--- src/ocs_pkg.sv ---
// Package of register map, code option layout and constants for the option/stack block.
//
// Notes on behaviour
// - Any data byte can be a pointer; indirect access reaches all 128 bytes.
// - Bit operations allowed only at byte addresses 0x00 to 0x3F.
// - Stack lives in data memory where the stack pointer says; software sets depth.
// - Stack pointer reads current value; writes redirect later stack operations at once.
// - Read protection enabled by default blocks read-back of seven eighths of program memory.
// - With read protection disabled the whole program memory reads back.
// - Option picks one of eight reset thresholds, 2.5 volts by default.
// - Option picks strong or normal drive for two high-drive pins, normal default.
// - Timer clock field 0010 selects 16 MHz high RC clock by default.
// - Alternate source option makes field 0010 select doubled 32 MHz clock.
// - Scaler bit 7 set gives 6-bit PWM, or 7-bit under the resolution option; the code takes this enable from timer register bit 8.
// - Comparator interrupt on both edges by default, or rising only, or falling only.
// - Comparator gate option lets comparator output gate all PWM outputs.
// - Interrupt bit 0 comes from port A pin 0, or pin 5 by option.
// - Touch reference pad on port A pin 7, port B pin 7, or disabled.
// - Clock dither option, enabled by default, slightly dithers system clock.
// - Three oscillators enabled independently by their own control bits.
// - Software selects any oscillator as system clock via clock mode register.
// - Low RC oscillator has no trim; only high RC trim value is applied.
package ocs_pkg;
    // Register byte addresses on the bus.
    localparam logic [7:0] OCS_SP_IDX = 8'h02;
    localparam logic [11:0] OCS_ADDR_SP = 12'h008;
    localparam logic [11:0] OCS_ADDR_CLKMODE = 12'h00c;
    localparam logic [11:0] OCS_ADDR_XOSC = 12'h028;
    localparam logic [11:0] OCS_ADDR_OPT = 12'h100;
    localparam logic [11:0] OCS_ADDR_STATUS = 12'h104;
    localparam logic [11:0] OCS_ADDR_TRIM = 12'h108;
    localparam logic [11:0] OCS_ADDR_MEM_PTR = 12'h10c;
    localparam logic [11:0] OCS_ADDR_MEM_DATA = 12'h110;
    localparam logic [11:0] OCS_ADDR_MEM_BIT = 12'h114;
    localparam logic [11:0] OCS_ADDR_TMR_A = 12'h118;
    localparam logic [11:0] OCS_ADDR_TMR_B = 12'h11c;
    // Code option word field positions.
    localparam int OCS_OPT_SECURE = 0;
    localparam int OCS_OPT_LVR_LO = 1;
    localparam int OCS_OPT_DRIVE = 4;
    localparam int OCS_OPT_TSRC = 5;
    localparam int OCS_OPT_TBIT = 6;
    localparam int OCS_OPT_EDGE_LO = 7;
    localparam int OCS_OPT_GATE = 9;
    localparam int OCS_OPT_IRQ0 = 10;
    localparam int OCS_OPT_TPAD_LO = 11;
    localparam int OCS_OPT_DITHER = 13;
    localparam int OCS_OPT_W = 14;
    // Option word defaults: secure, 2.5 V, normal, 16 MHz, 6 bit, all edges,
    // gate off, port A pin 0, port A pin 7, dither on.
    localparam logic [13:0] OCS_OPT_DEFAULT = 14'h2009;
    // Reset threshold codes, 4.0 V down to 1.8 V.
    localparam logic [2:0] OCS_LVR_2V5 = 3'h4;
    // Comparator edge codes.
    localparam logic [1:0] OCS_EDGE_BOTH = 2'h0;
    localparam logic [1:0] OCS_EDGE_RISE = 2'h1;
    localparam logic [1:0] OCS_EDGE_FALL = 2'h2;
    // Touch pad codes.
    localparam logic [1:0] OCS_TPAD_PA7 = 2'h0;
    localparam logic [1:0] OCS_TPAD_PB7 = 2'h1;
    // Timer clock source field value for high RC.
    localparam logic [3:0] OCS_TSRC_HRC = 4'h2;
    // Register field positions and reset values.
    localparam int OCS_CLK_HRC_EN = 4;
    localparam int OCS_CLK_LRC_EN = 2;
    localparam int OCS_XOSC_EN = 7;
    localparam logic [7:0] OCS_CLKMODE_RST = 8'hf4;
    localparam logic [7:0] OCS_XOSC_RST = 8'h00;
    localparam logic [7:0] OCS_SP_RST = 8'h00;
    // Data memory and protection geometry.
    localparam int OCS_MEM_DEPTH = 128;
    localparam logic [7:0] OCS_BIT_LIMIT = 8'h3f;
    // Option load takes this many cycles after reset release.
    localparam int OCS_LOAD_CYCLES = 4;
    // Oscillator states of the source selector.
    typedef enum logic [2:0] {
        OCS_SRC_HRC = 3'b001,
        OCS_SRC_XOSC = 3'b010,
        OCS_SRC_LRC = 3'b100
    } ocs_src_type;
endpackage

--- src/ocs_core.sv ---
// Option loader, stack pointer, data memory access and oscillator enables.
module ocs_core import ocs_pkg::*; #(
    parameter int MEM_DEPTH = OCS_MEM_DEPTH,
    parameter int PROG_WORDS = 2048
) (
    // Clock and reset.
    input wire logic hclk,
    input wire logic hresetn,
    // AHB-Lite slave.
    input wire logic hsel,
    input wire logic [11:0] haddr,
    input wire logic [1:0] htrans,
    input wire logic hwrite,
    input wire logic [2:0] hsize,
    input wire logic [31:0] hwdata,
    input wire logic hready,
    output logic hreadyout,
    output logic hresp,
    output logic [31:0] hrdata,
    // Nonvolatile option source.
    input wire logic [13:0] nv_option_word,
    input wire logic [7:0] nv_hrc_trim,
    // Programming tool read-back check.
    input wire logic [10:0] prog_read_addr,
    output logic prog_read_allow,
    // Core stack port.
    input wire logic stack_push,
    input wire logic stack_pop,
    output logic [7:0] stack_addr,
    // Comparator and pins.
    input wire logic comp_out,
    input wire logic port_a_pin0,
    input wire logic port_a_pin5,
    input wire logic [7:0] pwm_raw,
    output logic [7:0] pwm_out,
    output logic comp_irq_pulse,
    output logic irq0_source,
    // Decoded options.
    output logic [2:0] low_voltage_reset_sel,
    output logic pin34_strong_drive,
    output logic timer_a_clk_32m,
    output logic timer_b_clk_32m,
    output logic timer_a_hrc_sel,
    output logic timer_b_hrc_sel,
    output logic [2:0] timer_a_pwm_bits,
    output logic [2:0] timer_b_pwm_bits,
    output logic touch_pad_pa7,
    output logic touch_pad_pb7,
    output logic clock_dither_en,
    // Oscillators.
    output logic crystal_osc_en,
    output logic high_rc_osc_en,
    output logic low_rc_osc_en,
    output logic [7:0] high_rc_trim,
    output logic [2:0] sys_clk_src
);
    // Refuse geometries that the pointer width and the protection split cannot serve.
    if (MEM_DEPTH != 128 || PROG_WORDS % 8 != 0) begin : g_bad_geometry
        $error("ocs_core: unsupported memory geometry");
    end

    logic [13:0] opt_r;
    logic [7:0] trim_r;
    logic [2:0] load_cnt_r;
    logic loaded_r;
    logic [7:0] sp_r;
    logic [7:0] clkmode_r;
    logic [7:0] xosc_r;
    logic [7:0] mem_ptr_r;
    logic [7:0] tmr_a_r;
    logic [7:0] tmr_b_r;
    logic [7:0] mem [MEM_DEPTH];
    logic [6:0] mem_waddr;
    logic [7:0] mem_wdata;
    logic mem_we;
    logic comp_d_r;
    logic comp_irq_r;
    logic [31:0] rdata_r;
    logic ph_valid_r;
    logic ph_write_r;
    logic [11:0] ph_addr_r;

    // Address phase capture.
    wire addr_take = hsel && hready && htrans[1];
    always_ff @(posedge hclk or negedge hresetn) begin
        if (!hresetn) begin
            ph_valid_r <= 1'b0;
            ph_write_r <= 1'b0;
            ph_addr_r <= 12'h000;
        end else begin
            ph_valid_r <= addr_take;
            ph_write_r <= hwrite;
            ph_addr_r <= haddr;
        end
    end

    // Write decode in the data phase.
    wire wr = ph_valid_r && ph_write_r;
    wire wr_sp = wr && ph_addr_r == OCS_ADDR_SP;
    wire wr_clk = wr && ph_addr_r == OCS_ADDR_CLKMODE;
    wire wr_xosc = wr && ph_addr_r == OCS_ADDR_XOSC;
    wire wr_ptr = wr && ph_addr_r == OCS_ADDR_MEM_PTR;
    wire wr_data = wr && ph_addr_r == OCS_ADDR_MEM_DATA;
    wire wr_bit = wr && ph_addr_r == OCS_ADDR_MEM_BIT;
    wire wr_ta = wr && ph_addr_r == OCS_ADDR_TMR_A;
    wire wr_tb = wr && ph_addr_r == OCS_ADDR_TMR_B;
    wire [6:0] ptr_idx = mem_ptr_r[6:0];
    wire bit_ok = mem_ptr_r <= OCS_BIT_LIMIT;
    wire [2:0] bit_sel = hwdata[2:0];

    // Data memory write port: indirect byte or indirect bit write.
    always_comb begin
        mem_we = 1'b0;
        mem_waddr = ptr_idx;
        mem_wdata = mem[ptr_idx];
        if (wr_data) begin
            mem_we = 1'b1;
            mem_wdata = hwdata[7:0];
        end else if (wr_bit && bit_ok) begin
            mem_we = 1'b1;
            mem_wdata[bit_sel] = hwdata[8];
        end
    end

    always_ff @(posedge hclk) begin
        if (mem_we) begin
            mem[mem_waddr] <= mem_wdata;
        end
    end

    // Code options are captured a few cycles after reset release and then frozen.
    always_ff @(posedge hclk or negedge hresetn) begin
        if (!hresetn) begin
            opt_r <= OCS_OPT_DEFAULT;
            trim_r <= 8'h80;
            load_cnt_r <= 3'h0;
            loaded_r <= 1'b0;
        end else if (!loaded_r) begin
            load_cnt_r <= load_cnt_r + 3'h1;
            if (load_cnt_r == 3'(OCS_LOAD_CYCLES - 1)) begin
                opt_r <= nv_option_word;
                trim_r <= nv_hrc_trim;
                loaded_r <= 1'b1;
            end
        end
    end

    // Stack pointer: software write wins over push and pop in the same cycle.
    always_ff @(posedge hclk or negedge hresetn) begin
        if (!hresetn) begin
            sp_r <= OCS_SP_RST;
        end else if (wr_sp) begin
            sp_r <= hwdata[7:0];
        end else if (stack_push) begin
            sp_r <= sp_r + 8'h02;
        end else if (stack_pop) begin
            sp_r <= sp_r - 8'h02;
        end
    end
    assign stack_addr = sp_r;

    // Software registers for clocks, pointer and timers.
    always_ff @(posedge hclk or negedge hresetn) begin
        if (!hresetn) begin
            clkmode_r <= OCS_CLKMODE_RST;
            xosc_r <= OCS_XOSC_RST;
            mem_ptr_r <= 8'h00;
            tmr_a_r <= 8'h00;
            tmr_b_r <= 8'h00;
        end else begin
            if (wr_clk) clkmode_r <= hwdata[7:0];
            if (wr_xosc) xosc_r <= {hwdata[7:5], 5'h00};
            if (wr_ptr) mem_ptr_r <= {1'b0, hwdata[6:0]};
            if (wr_ta) tmr_a_r <= {hwdata[7:4], 3'h0, hwdata[8]};
            if (wr_tb) tmr_b_r <= {hwdata[7:4], 3'h0, hwdata[8]};
        end
    end

    // Oscillator enables and source selection.
    assign crystal_osc_en = xosc_r[OCS_XOSC_EN];
    assign high_rc_osc_en = clkmode_r[OCS_CLK_HRC_EN];
    assign low_rc_osc_en = clkmode_r[OCS_CLK_LRC_EN];
    assign high_rc_trim = trim_r;
    wire [2:0] clk_sel = clkmode_r[7:5];
    wire is_lrc = clkmode_r[3] ? (clk_sel == 3'h2 || clk_sel == 3'h6) : clk_sel[2] & clk_sel[1];
    wire xosc_type0 = clk_sel == 3'h3 || clk_sel == 3'h4 || clk_sel == 3'h5;
    wire is_xosc = clkmode_r[3] ? clk_sel == 3'h5 : xosc_type0;
    assign sys_clk_src = is_lrc ? OCS_SRC_LRC : (is_xosc ? OCS_SRC_XOSC : OCS_SRC_HRC);

    // Decoded code options.
    assign prog_read_allow = !opt_r[OCS_OPT_SECURE] || prog_read_addr[10:8] == 3'h0;
    assign low_voltage_reset_sel = opt_r[OCS_OPT_LVR_LO +: 3];
    assign pin34_strong_drive = opt_r[OCS_OPT_DRIVE];
    assign timer_a_hrc_sel = tmr_a_r[7:4] == OCS_TSRC_HRC;
    assign timer_b_hrc_sel = tmr_b_r[7:4] == OCS_TSRC_HRC;
    assign timer_a_clk_32m = timer_a_hrc_sel && opt_r[OCS_OPT_TSRC];
    assign timer_b_clk_32m = timer_b_hrc_sel && opt_r[OCS_OPT_TSRC];
    wire [2:0] pwm_bits = opt_r[OCS_OPT_TBIT] ? 3'h7 : 3'h6;
    assign timer_a_pwm_bits = tmr_a_r[0] ? pwm_bits : 3'h0;
    assign timer_b_pwm_bits = tmr_b_r[0] ? pwm_bits : 3'h0;
    assign pwm_out = opt_r[OCS_OPT_GATE] ? (pwm_raw & {8{comp_out}}) : pwm_raw;
    assign irq0_source = opt_r[OCS_OPT_IRQ0] ? port_a_pin5 : port_a_pin0;
    wire [1:0] tpad = opt_r[OCS_OPT_TPAD_LO +: 2];
    assign touch_pad_pa7 = tpad == OCS_TPAD_PA7;
    assign touch_pad_pb7 = tpad == OCS_TPAD_PB7;
    assign clock_dither_en = opt_r[OCS_OPT_DITHER];

    // Comparator edge detection per the edge option.
    wire [1:0] edge_sel = opt_r[OCS_OPT_EDGE_LO +: 2];
    wire rise = comp_out && !comp_d_r;
    wire fall = !comp_out && comp_d_r;
    wire edge_hit = (edge_sel == OCS_EDGE_RISE) ? rise :
                    (edge_sel == OCS_EDGE_FALL) ? fall : (rise | fall);
    always_ff @(posedge hclk or negedge hresetn) begin
        if (!hresetn) begin
            comp_d_r <= 1'b0;
            comp_irq_r <= 1'b0;
        end else begin
            comp_d_r <= comp_out;
            comp_irq_r <= edge_hit;
        end
    end
    assign comp_irq_pulse = comp_irq_r;

    // Read mux, registered for the data phase.
    logic [31:0] rmux;
    always_comb begin
        unique case (haddr)
            OCS_ADDR_SP: rmux = {24'h0, sp_r};
            OCS_ADDR_CLKMODE: rmux = {24'h0, clkmode_r};
            OCS_ADDR_XOSC: rmux = {24'h0, xosc_r};
            OCS_ADDR_OPT: rmux = {18'h0, opt_r};
            OCS_ADDR_STATUS: rmux = {28'h0, loaded_r, sys_clk_src};
            OCS_ADDR_TRIM: rmux = {24'h0, trim_r};
            OCS_ADDR_MEM_PTR: rmux = {24'h0, mem_ptr_r};
            OCS_ADDR_MEM_DATA: rmux = {24'h0, mem[ptr_idx]};
            OCS_ADDR_TMR_A: rmux = {23'h0, tmr_a_r[0], tmr_a_r[7:4], 4'h0};
            OCS_ADDR_TMR_B: rmux = {23'h0, tmr_b_r[0], tmr_b_r[7:4], 4'h0};
            default: rmux = 32'h0000_0000;
        endcase
    end
    always_ff @(posedge hclk or negedge hresetn) begin
        if (!hresetn) begin
            rdata_r <= 32'h0000_0000;
        end else if (addr_take && !hwrite) begin
            rdata_r <= rmux;
        end
    end
    assign hrdata = rdata_r;
    assign hreadyout = 1'b1;
    assign hresp = 1'b0;
endmodule // ocs_core

--- config.mk ---
export PLATFORM = sky130hd
export DESIGN_NAME = ocs_core
export DESIGN_NICKNAME = d
export VERILOG_FILES = /design/src/ocs_pkg.sv /design/src/ocs_core.sv
export SDC_FILE = /design/constraint.sdc
export NUM_CORES = 1
export LEC_CHECK = 0
export ABC_AREA = 1
export BUFFER_PORTS_ARGS = -buffer_cell sky130_fd_sc_hd__buf_2
export CAP_MARGIN = 20
export CORE_UTILIZATION = 30
export DETAILED_ROUTE_END_ITERATION = 8
export PLACE_DENSITY = 0.5
export SLEW_MARGIN = 15
export SYNTH_ARGS = -nofsm -noshare
export SYNTH_HDL_FRONTEND = slang
export SYNTH_SLANG_ARGS = --single-unit
--- constraint.sdc ---
create_clock -name hclk -period 4.71 [get_ports hclk]
set_input_delay 0.471 -clock hclk [delete_from_list [all_inputs] [get_ports hclk]]
set_output_delay 0.471 -clock hclk [all_outputs]
set_load 0.005 [all_outputs]
==> out/qor.txt, run 1 <==
Finished Cell Area = 57400 um2
leak pwr = 24.5 nW
Post-DP HPWL = 81.2 mm
Power Dens Cells = 351 nW/um2
Die Wd = 408 um
switch share = 21.1%
status = finished, final reports clean
share of layout cells above drive strength 1 = 10.2%
Slew Limit Fails = 0
DR WL/cell = 17.7 um
hold crit path type = in -> reg
max incr delay on CP = 0.64 ns
post-synthesis sequential area ratio = 67.0%
First-pass DRT Iterations = 5
Sw Pwr = 4.25 mW
Reg clk slew, reported paths = 0.06 ns
R2R Path Start = mem_ptr_r[0]
Flop pwr share = 53.6%
Clock Tree Buf Depth = 3
commonest non-fill, non-tap cell in the layout = nand2_1
Simple-Gate Fraction of Synth Area = 19.8%
clk_lat worst skew = 0.76 ns
Cell Chain, Critical Path = inv_8 -> buf_12 -> buf_12 -> nand2_1 -> nand3_1 -> nand2_1 -> o21ai_0 -> nand2_1 -> nor2_1 -> nor2_1 -> nor2_1 -> nand2_1 -> o21ai_1 -> nand2_4 -> buf_4
post-route ant nets = 0
crit path from = mem_ptr_r[0]
commonest cells after routing, fill and taps aside = nand2_1, edfxtp_1, inv_1
Post-Synth XOR/XNOR Area = 0.124%
Syn. warnings = 0
combinational share of power = 2.1%
Max Cap Violations = 0
Syn Inst Count = 4926
antenna fix cells = 0
CTS buffer count = 120
WP data required = 5.17 ns
root buf cell = clkbuf_16
pin count of the biggest net entering global routing = 86
unrepaired setup endpoints after global routing = false
port bufs = 128
Post-CTS Setup Bufs = 0
number of global-route vias before repair = 31.3k
P&R area growth vs syn = 16.2%
Peak VDD IR = 0.343 mV
Cell Int Power = 15.9 mW
Sink Count = 1116
die area = 166000 um2
Critical Path Source Type = flip-flop
Post-synth ARST share = 8.24%
slowest CP cell = dfrtp_4
Placement Cell Area = 53300 um2
Unique masters post-synth = 50
CP Capture Type = flip-flop
Synth Area in Compound Gates = 3.21%
IO Count = 184
Most common cell on crit path = nand2_1
Clock Skew = 0.0439 ns
GRT Overall Usage = 15.7%
routability cong. = 0.829
initial antenna violation count = 0
Residual DRC = 0
kind of critical path = reg -> reg
htree depth = 3
setup TNS = 0 ns
TritonCTS clock tree = yes
Rows = 148
Finish-stage setup viols = 0
drt total wl = 131 mm
starting density of the core = 30.3%
clock power share = 44.3%
Fin. Hold Viols = 0
fillcell total = 16.3k
initial DRC count = 2594
FF+latch count, synth = 1116
die height = 408 um
vias after detailed routing = 32.7k
synthesized area per cell = 10.0 um2
Final #Nets = 5269
Rel. slew slack = 38.9%
routed vias/inst = 4.39
top cell type's share of synthesized area = 62.3%
hold wc startpoint = hwdata[5]
Critical Path AT = 4.59 ns
achievable frequency = 242 MHz
leading area contributor after synthesis = edfxtp_1
EDFF count, synth = 1024
post-synthesis adder-cell area fraction = 0.269%
multiplexer area fraction after synthesis = 0.114%
Synth area leaders = edfxtp_1, nand2_1, inv_1
core area = 163000 um2
largest family of logic cells by synthesized area = simple AND/OR/NAND/NOR gates
Synth Cell Area = 49400 um2
final period utilization = 87.8%
Least-Margin Pin Slew = 0.914 ns
first-pass GRT wire length = 199 mm
minimum clock period = 4.14 ns
Synth Flop Type = edfxtp_1
crit path max fanout = 63
Remaining Overflow, GRT = 0
[state kept, by name, summed over array words and instances, names as in the netlist, 5 cells and up]
name          flops
tmr_b_r           5
mem            1024
clkmode_r         8
opt_r            14
high_rc_trim      8
stack_addr        8
ph_addr_r        12
tmr_a_r           5
hrdata           14
mem_ptr_r         7
[Yosys cell counts (2+ instances only)]
| cell type | n |
|---|---|
| nor4_1 | 8 |
| nand2_2 | 2 |
| nand2_1 | 1341 |
| o22ai_1 | 8 |
| buf_2 | 127 |
| edfxtp_1 | 1024 |
| buf_6 | 8 |
| mux2_2 | 5 |
| dfstp_2 | 9 |
| o221ai_1 | 5 |
| dfrtp_1 | 83 |
| nor3_1 | 19 |
| nand3b_1 | 9 |
| inv_1 | 906 |
| clkbuf_1 | 45 |
| ha_1 | 9 |
| or2_0 | 7 |
| buf_4 | 45 |
| nand4_1 | 4 |
| o2111ai_1 | 2 |
| xnor2_1 | 4 |
| nor2_1 | 444 |
| o21ai_1 | 72 |
| or2_2 | 54 |
| o211ai_1 | 11 |
| inv_2 | 4 |
| a221oi_1 | 3 |
| or2_1 | 13 |
| o31ai_1 | 6 |
| a21oi_1 | 35 |
| xor2_1 | 3 |
| nor2_2 | 4 |
| buf_1 | 4 |
| nand3_4 | 8 |
| conb_1 | 2 |
| nand3_1 | 428 |
| and3_1 | 2 |
| o21ai_0 | 151 |
[metrics by stage]
stage	utilization (%)	power [mW]	cells	hold slack (ns)	worst slack, ns
floorplan	-	11.2	4944	0.175	1.09
global placement	32.7	11.4	7172	0.461	0.557
detailed placement	32.7	11.4	7173	0.466	0.561
CTS	35.2	20.3	7431	0.0358	0.549
global route	35.2	20.8	7431	0.0801	0.245
finish	35.2	20.1	7431	0.0989	0.574
[final timing paths]
kind                                  to  slack [ns]  cells past startpoint
min reg2reg                    hrdata[6]        0.48                      2
min                        stack_addr[5]         0.1                      3
min in group asynchronous       opt_r[5]        0.30                      2
max in group asynchronous   mem_ptr_r[0]        3.32                      3
max                           mem[28][2]        0.57                     15
max reg2reg                   mem[28][2]        0.57                     15
[power groups by stage]
stage | combinational, mW | sequential, mW | clock [mW]
3_3_place_gp | 0.402 | 11.0 | 0
2_1_floorplan | 0.233 | 11.0 | 0
3_5_place_dp | 0.408 | 11.0 | 0
6_report | 0.432 | 10.8 | 8.91
5_1_grt | 0.485 | 10.8 | 9.50
4_1_cts | 0.436 | 10.8 | 9.13
[layout make-up]
type                            instances  area (um2)  area share (%)
Tap cell                             2175        2720            4.74
Inverter                              911        3430            5.97
Multi-Input combinational cell       2686       11800            20.6
Timing Repair Buffer                  324        2680            4.68
Clock buffer                          158        3180            5.54
Sequential cell                      1116       33100            57.6
Clock inverter                         61         498           0.868
[cell families (layout without fill, tap and decap cells)]
family,count (synthesis),after routing
flops,1116,1116
xor+xnor,7,7
buf+inv,1142,1454
other cells,2,20
fa+ha+maj,10,10
simple gates,2347,2347
mux,5,5
compound gates,297,297
[worst max-delay path: cells and delay by family (launching register included)]
kind	cells	cell delay, ns
AOI/OAI and AO/OA	2	0.66
buffers and inverters	4	1.36
and+or+nand+nor	9	1.09
DFF	1	0.64
[layer usage]
| metal | track usage [%] | up-vias | routed length [um] |
|---|---|---|---|
| li1 | - | 16200 | - |
| met2 | 25.8 | 692 | 61900 |
| met5 | 0 | - | 0 |
| met1 | 21.6 | 15600 | 60200 |
| met3 | 2.25 | 165 | 6300 |
| met4 | 4.55 | 0 | 2970 |
[repair_timing]
action                                 CTS  global route
hold buffers                            39             0
resized for setup                        0             0
endpoints found under the hold margin   85             0
Note: power is estimated with default switching activity, not from simulation.
==> inputs of run 2 (changes only) <==
Clock period 4.71 ns to 4.73 ns, I/O delays scaled along.
==> run 2 against run 1 <==
  * Sequential power is essentially flat
  * Combinational power shrank 2%
  * Final area shrank 0.23%
  * Critical path depth is the same
  * Worst hold slack lost 0.060 ns
  * Wire length shrank 1.4%
  * Clock power grew 3.5%
  * Clock skew shrank 0.0074 ns
  * Setup slack gained 0.032 ns
  * First-iteration DRC count grew 2.6%
  * Die area is the same
  * Highest routed layer unchanged
==> out/qor.txt, run 2 (synthesized netlist as in run 1, its figures left out) <==
root buf cell = clkbuf_16
unrepaired setup endpoints after global routing = false
Sink Count = 1116
minimum clock period = 4.12 ns
WP data required = 5.15 ns
Least-Margin Pin Slew = 1.06 ns
Post-CTS Setup Bufs = 0
PnR worst setup slack = 0.606 ns
hold wc startpoint = nv_option_word[7]
WHS Path Cells = 3
multi-input combinational cell area = 11800 um2
Critical Path Source Type = flip-flop
Clock Tree Buf Depth = 3
reg2reg path depth = 15
die area = 166000 um2
Critical Path AT = 4.54 ns
Cell Chain, Critical Path = inv_8 -> buf_12 -> buf_12 -> nand2_1 -> nand3_1 -> nand2_1 -> o21ai_1 -> nand2_1 -> nor2_1 -> nor2_1 -> nor2_1 -> nand2_1 -> o21ai_1 -> nand2_4 -> buf_12
register area = 33100 um2
worst hold endpoint = opt_r[7]
slowest CP cell = dfrtp_4
clk_lat worst skew = 0.72 ns
Clock Skew = 0.0365 ns
kind of critical path = reg -> reg
DR WL/cell = 17.5 um
final period utilization = 87.2%
TritonCTS clock tree = yes
Worst R2R Setup Slack = 0.61 ns
R2R Path Start = mem_ptr_r[0]
routed vias/inst = 4.38
pin count of the biggest net entering global routing = 126
Pwr Total = 20.4 mW
post_cts resized = 0
crit path max fanout = 62
Most common cell on crit path = nand2_1
vias after detailed routing = 32.4k
Reg clk slew, reported paths = 0.06 ns
status = finished, final reports clean
max layer used = met4
GRT Overall Usage = 15.5%
Max Cap Violations = 0
Fin. Hold Viols = 0
Largest Register = mem
IO Count = 184
P&R area growth vs syn = 15.9%
number of global-route vias before repair = 31.2k
Remaining Overflow, GRT = 0
Post-Place Cells = 7137
Cell Count, Final, Fillers Out = 7394
leak pwr = 24.4 nW
setup TNS = 0 ns
drt total wl = 130 mm
Finish-stage setup viols = 0
initial DRC count = 2662
port bufs = 128
share of layout cells above drive strength 1 = 9.87%
max incr delay on CP = 0.62 ns
Rel. slew slack = 29.1%
commonest cells after routing, fill and taps aside = nand2_1, edfxtp_1, inv_1
max FFs per register = 1024
htree depth = 3
Die Wd = 408 um
die height = 408 um
met2 wire length = 60.8 mm
post-route ant nets = 0
routability cong. = 0.865
commonest non-fill, non-tap cell in the layout = nand2_1
starting density of the core = 30.3%
Residual DRC = 0
Peak VDD IR = 0.287 mV
hold crit path type = in -> reg
achievable frequency = 242 MHz
core area = 163000 um2
WHS = 0.0386 ns
CTS buffer count = 121
fillcell total = 16.2k
Slew Limit Fails = 0
Power Dens Cells = 356 nW/um2
metal3 WL = 5.66 mm
Met1 Wirelength = 60.2 mm
Rows = 148
initial antenna violation count = 1
First-pass DRT Iterations = 5
FF-to-FF End = mem[20][3]
Final #Nets = 5233
first-pass GRT wire length = 198 mm
Post-DP HPWL = 78.3 mm
CP Capture Type = flip-flop
worst slack at placement = 0.597 ns
## run 2: cell count changes in the layout (fill, tap and decap cells not counted), sizes merged
| cell | previous run | this run |
|---|---|---|
| buf | 285 | 249 |
| clkinv | 55 | 47 |
| bufinv | 4 | 9 |
| clkbuf | 158 | 160 |
| clkinvlp | 0 | 2 |
| inv | 913 | 911 |
| diode | 0 | 1 |
| dlygate4sd3 | 39 | 38 |
## run 2: cell type report
type / count / area share, %
repair buffers: 287 / 4.12
inverters: 911 / 5.99
flip-flops and latches: 1116 / 57.8
multi-input cells: 2686 / 20.6
clock buffers: 160 / 5.72
well taps: 2175 / 4.76
clock inverters: 58 / 1.03
diodes: 1 / 0.00437
## run 2: layer usage
metal  GRT usage [%]  vias to the layer above
li1                -                    16100
met1            21.5                    15500
met3            1.92                      181
met4            4.30                        0
met2            25.4                      666
met5               0                        -
## run 2: critical path, delay by kind of cell (launching register included)
family,cells,cell delay [ns]
buf+inv,4,1.26
simple gates,9,1.25
flops,1,0.62
compound gates,2,0.55
## run 2: per-stage QoR
step	cell area, um2	utilization (%)
3_3_place_gp	53000	32.5
5_1_grt	57200	35.1
6_report	57200	35.1
4_1_cts	57200	35.1
3_5_place_dp	53000	32.5
2_1_floorplan	49400	-
## run 2: worst max path at each step
stage                       startpoint         end  slack [ns]
after global placement    mem_ptr_r[0]  mem[16][3]        0.63
after CTS                 mem_ptr_r[0]  mem[20][3]        0.57
final                     mem_ptr_r[0]  mem[20][3]        0.61
after floorplan           mem_ptr_r[1]   mem[0][7]        1.11
after detailed placement  mem_ptr_r[0]  mem[16][3]        0.60
after global routing      mem_ptr_r[0]  mem[16][3]        0.39
## run 2: repair_timing
item | 4_1_cts | 5_1_grt
hold buffers | 38 | 0
setup endpoints to repair | 0 | 0
endpoints found under the hold margin | 86 | 0
## run 2: where the power goes
part	internal, mW	leakage, nW	switching (mW)
clock	5.33	1.88	3.89
sequential	10.7	10.2	0.0504
combinational	0.179	12.3	0.246
total	16.2	24.4	4.19
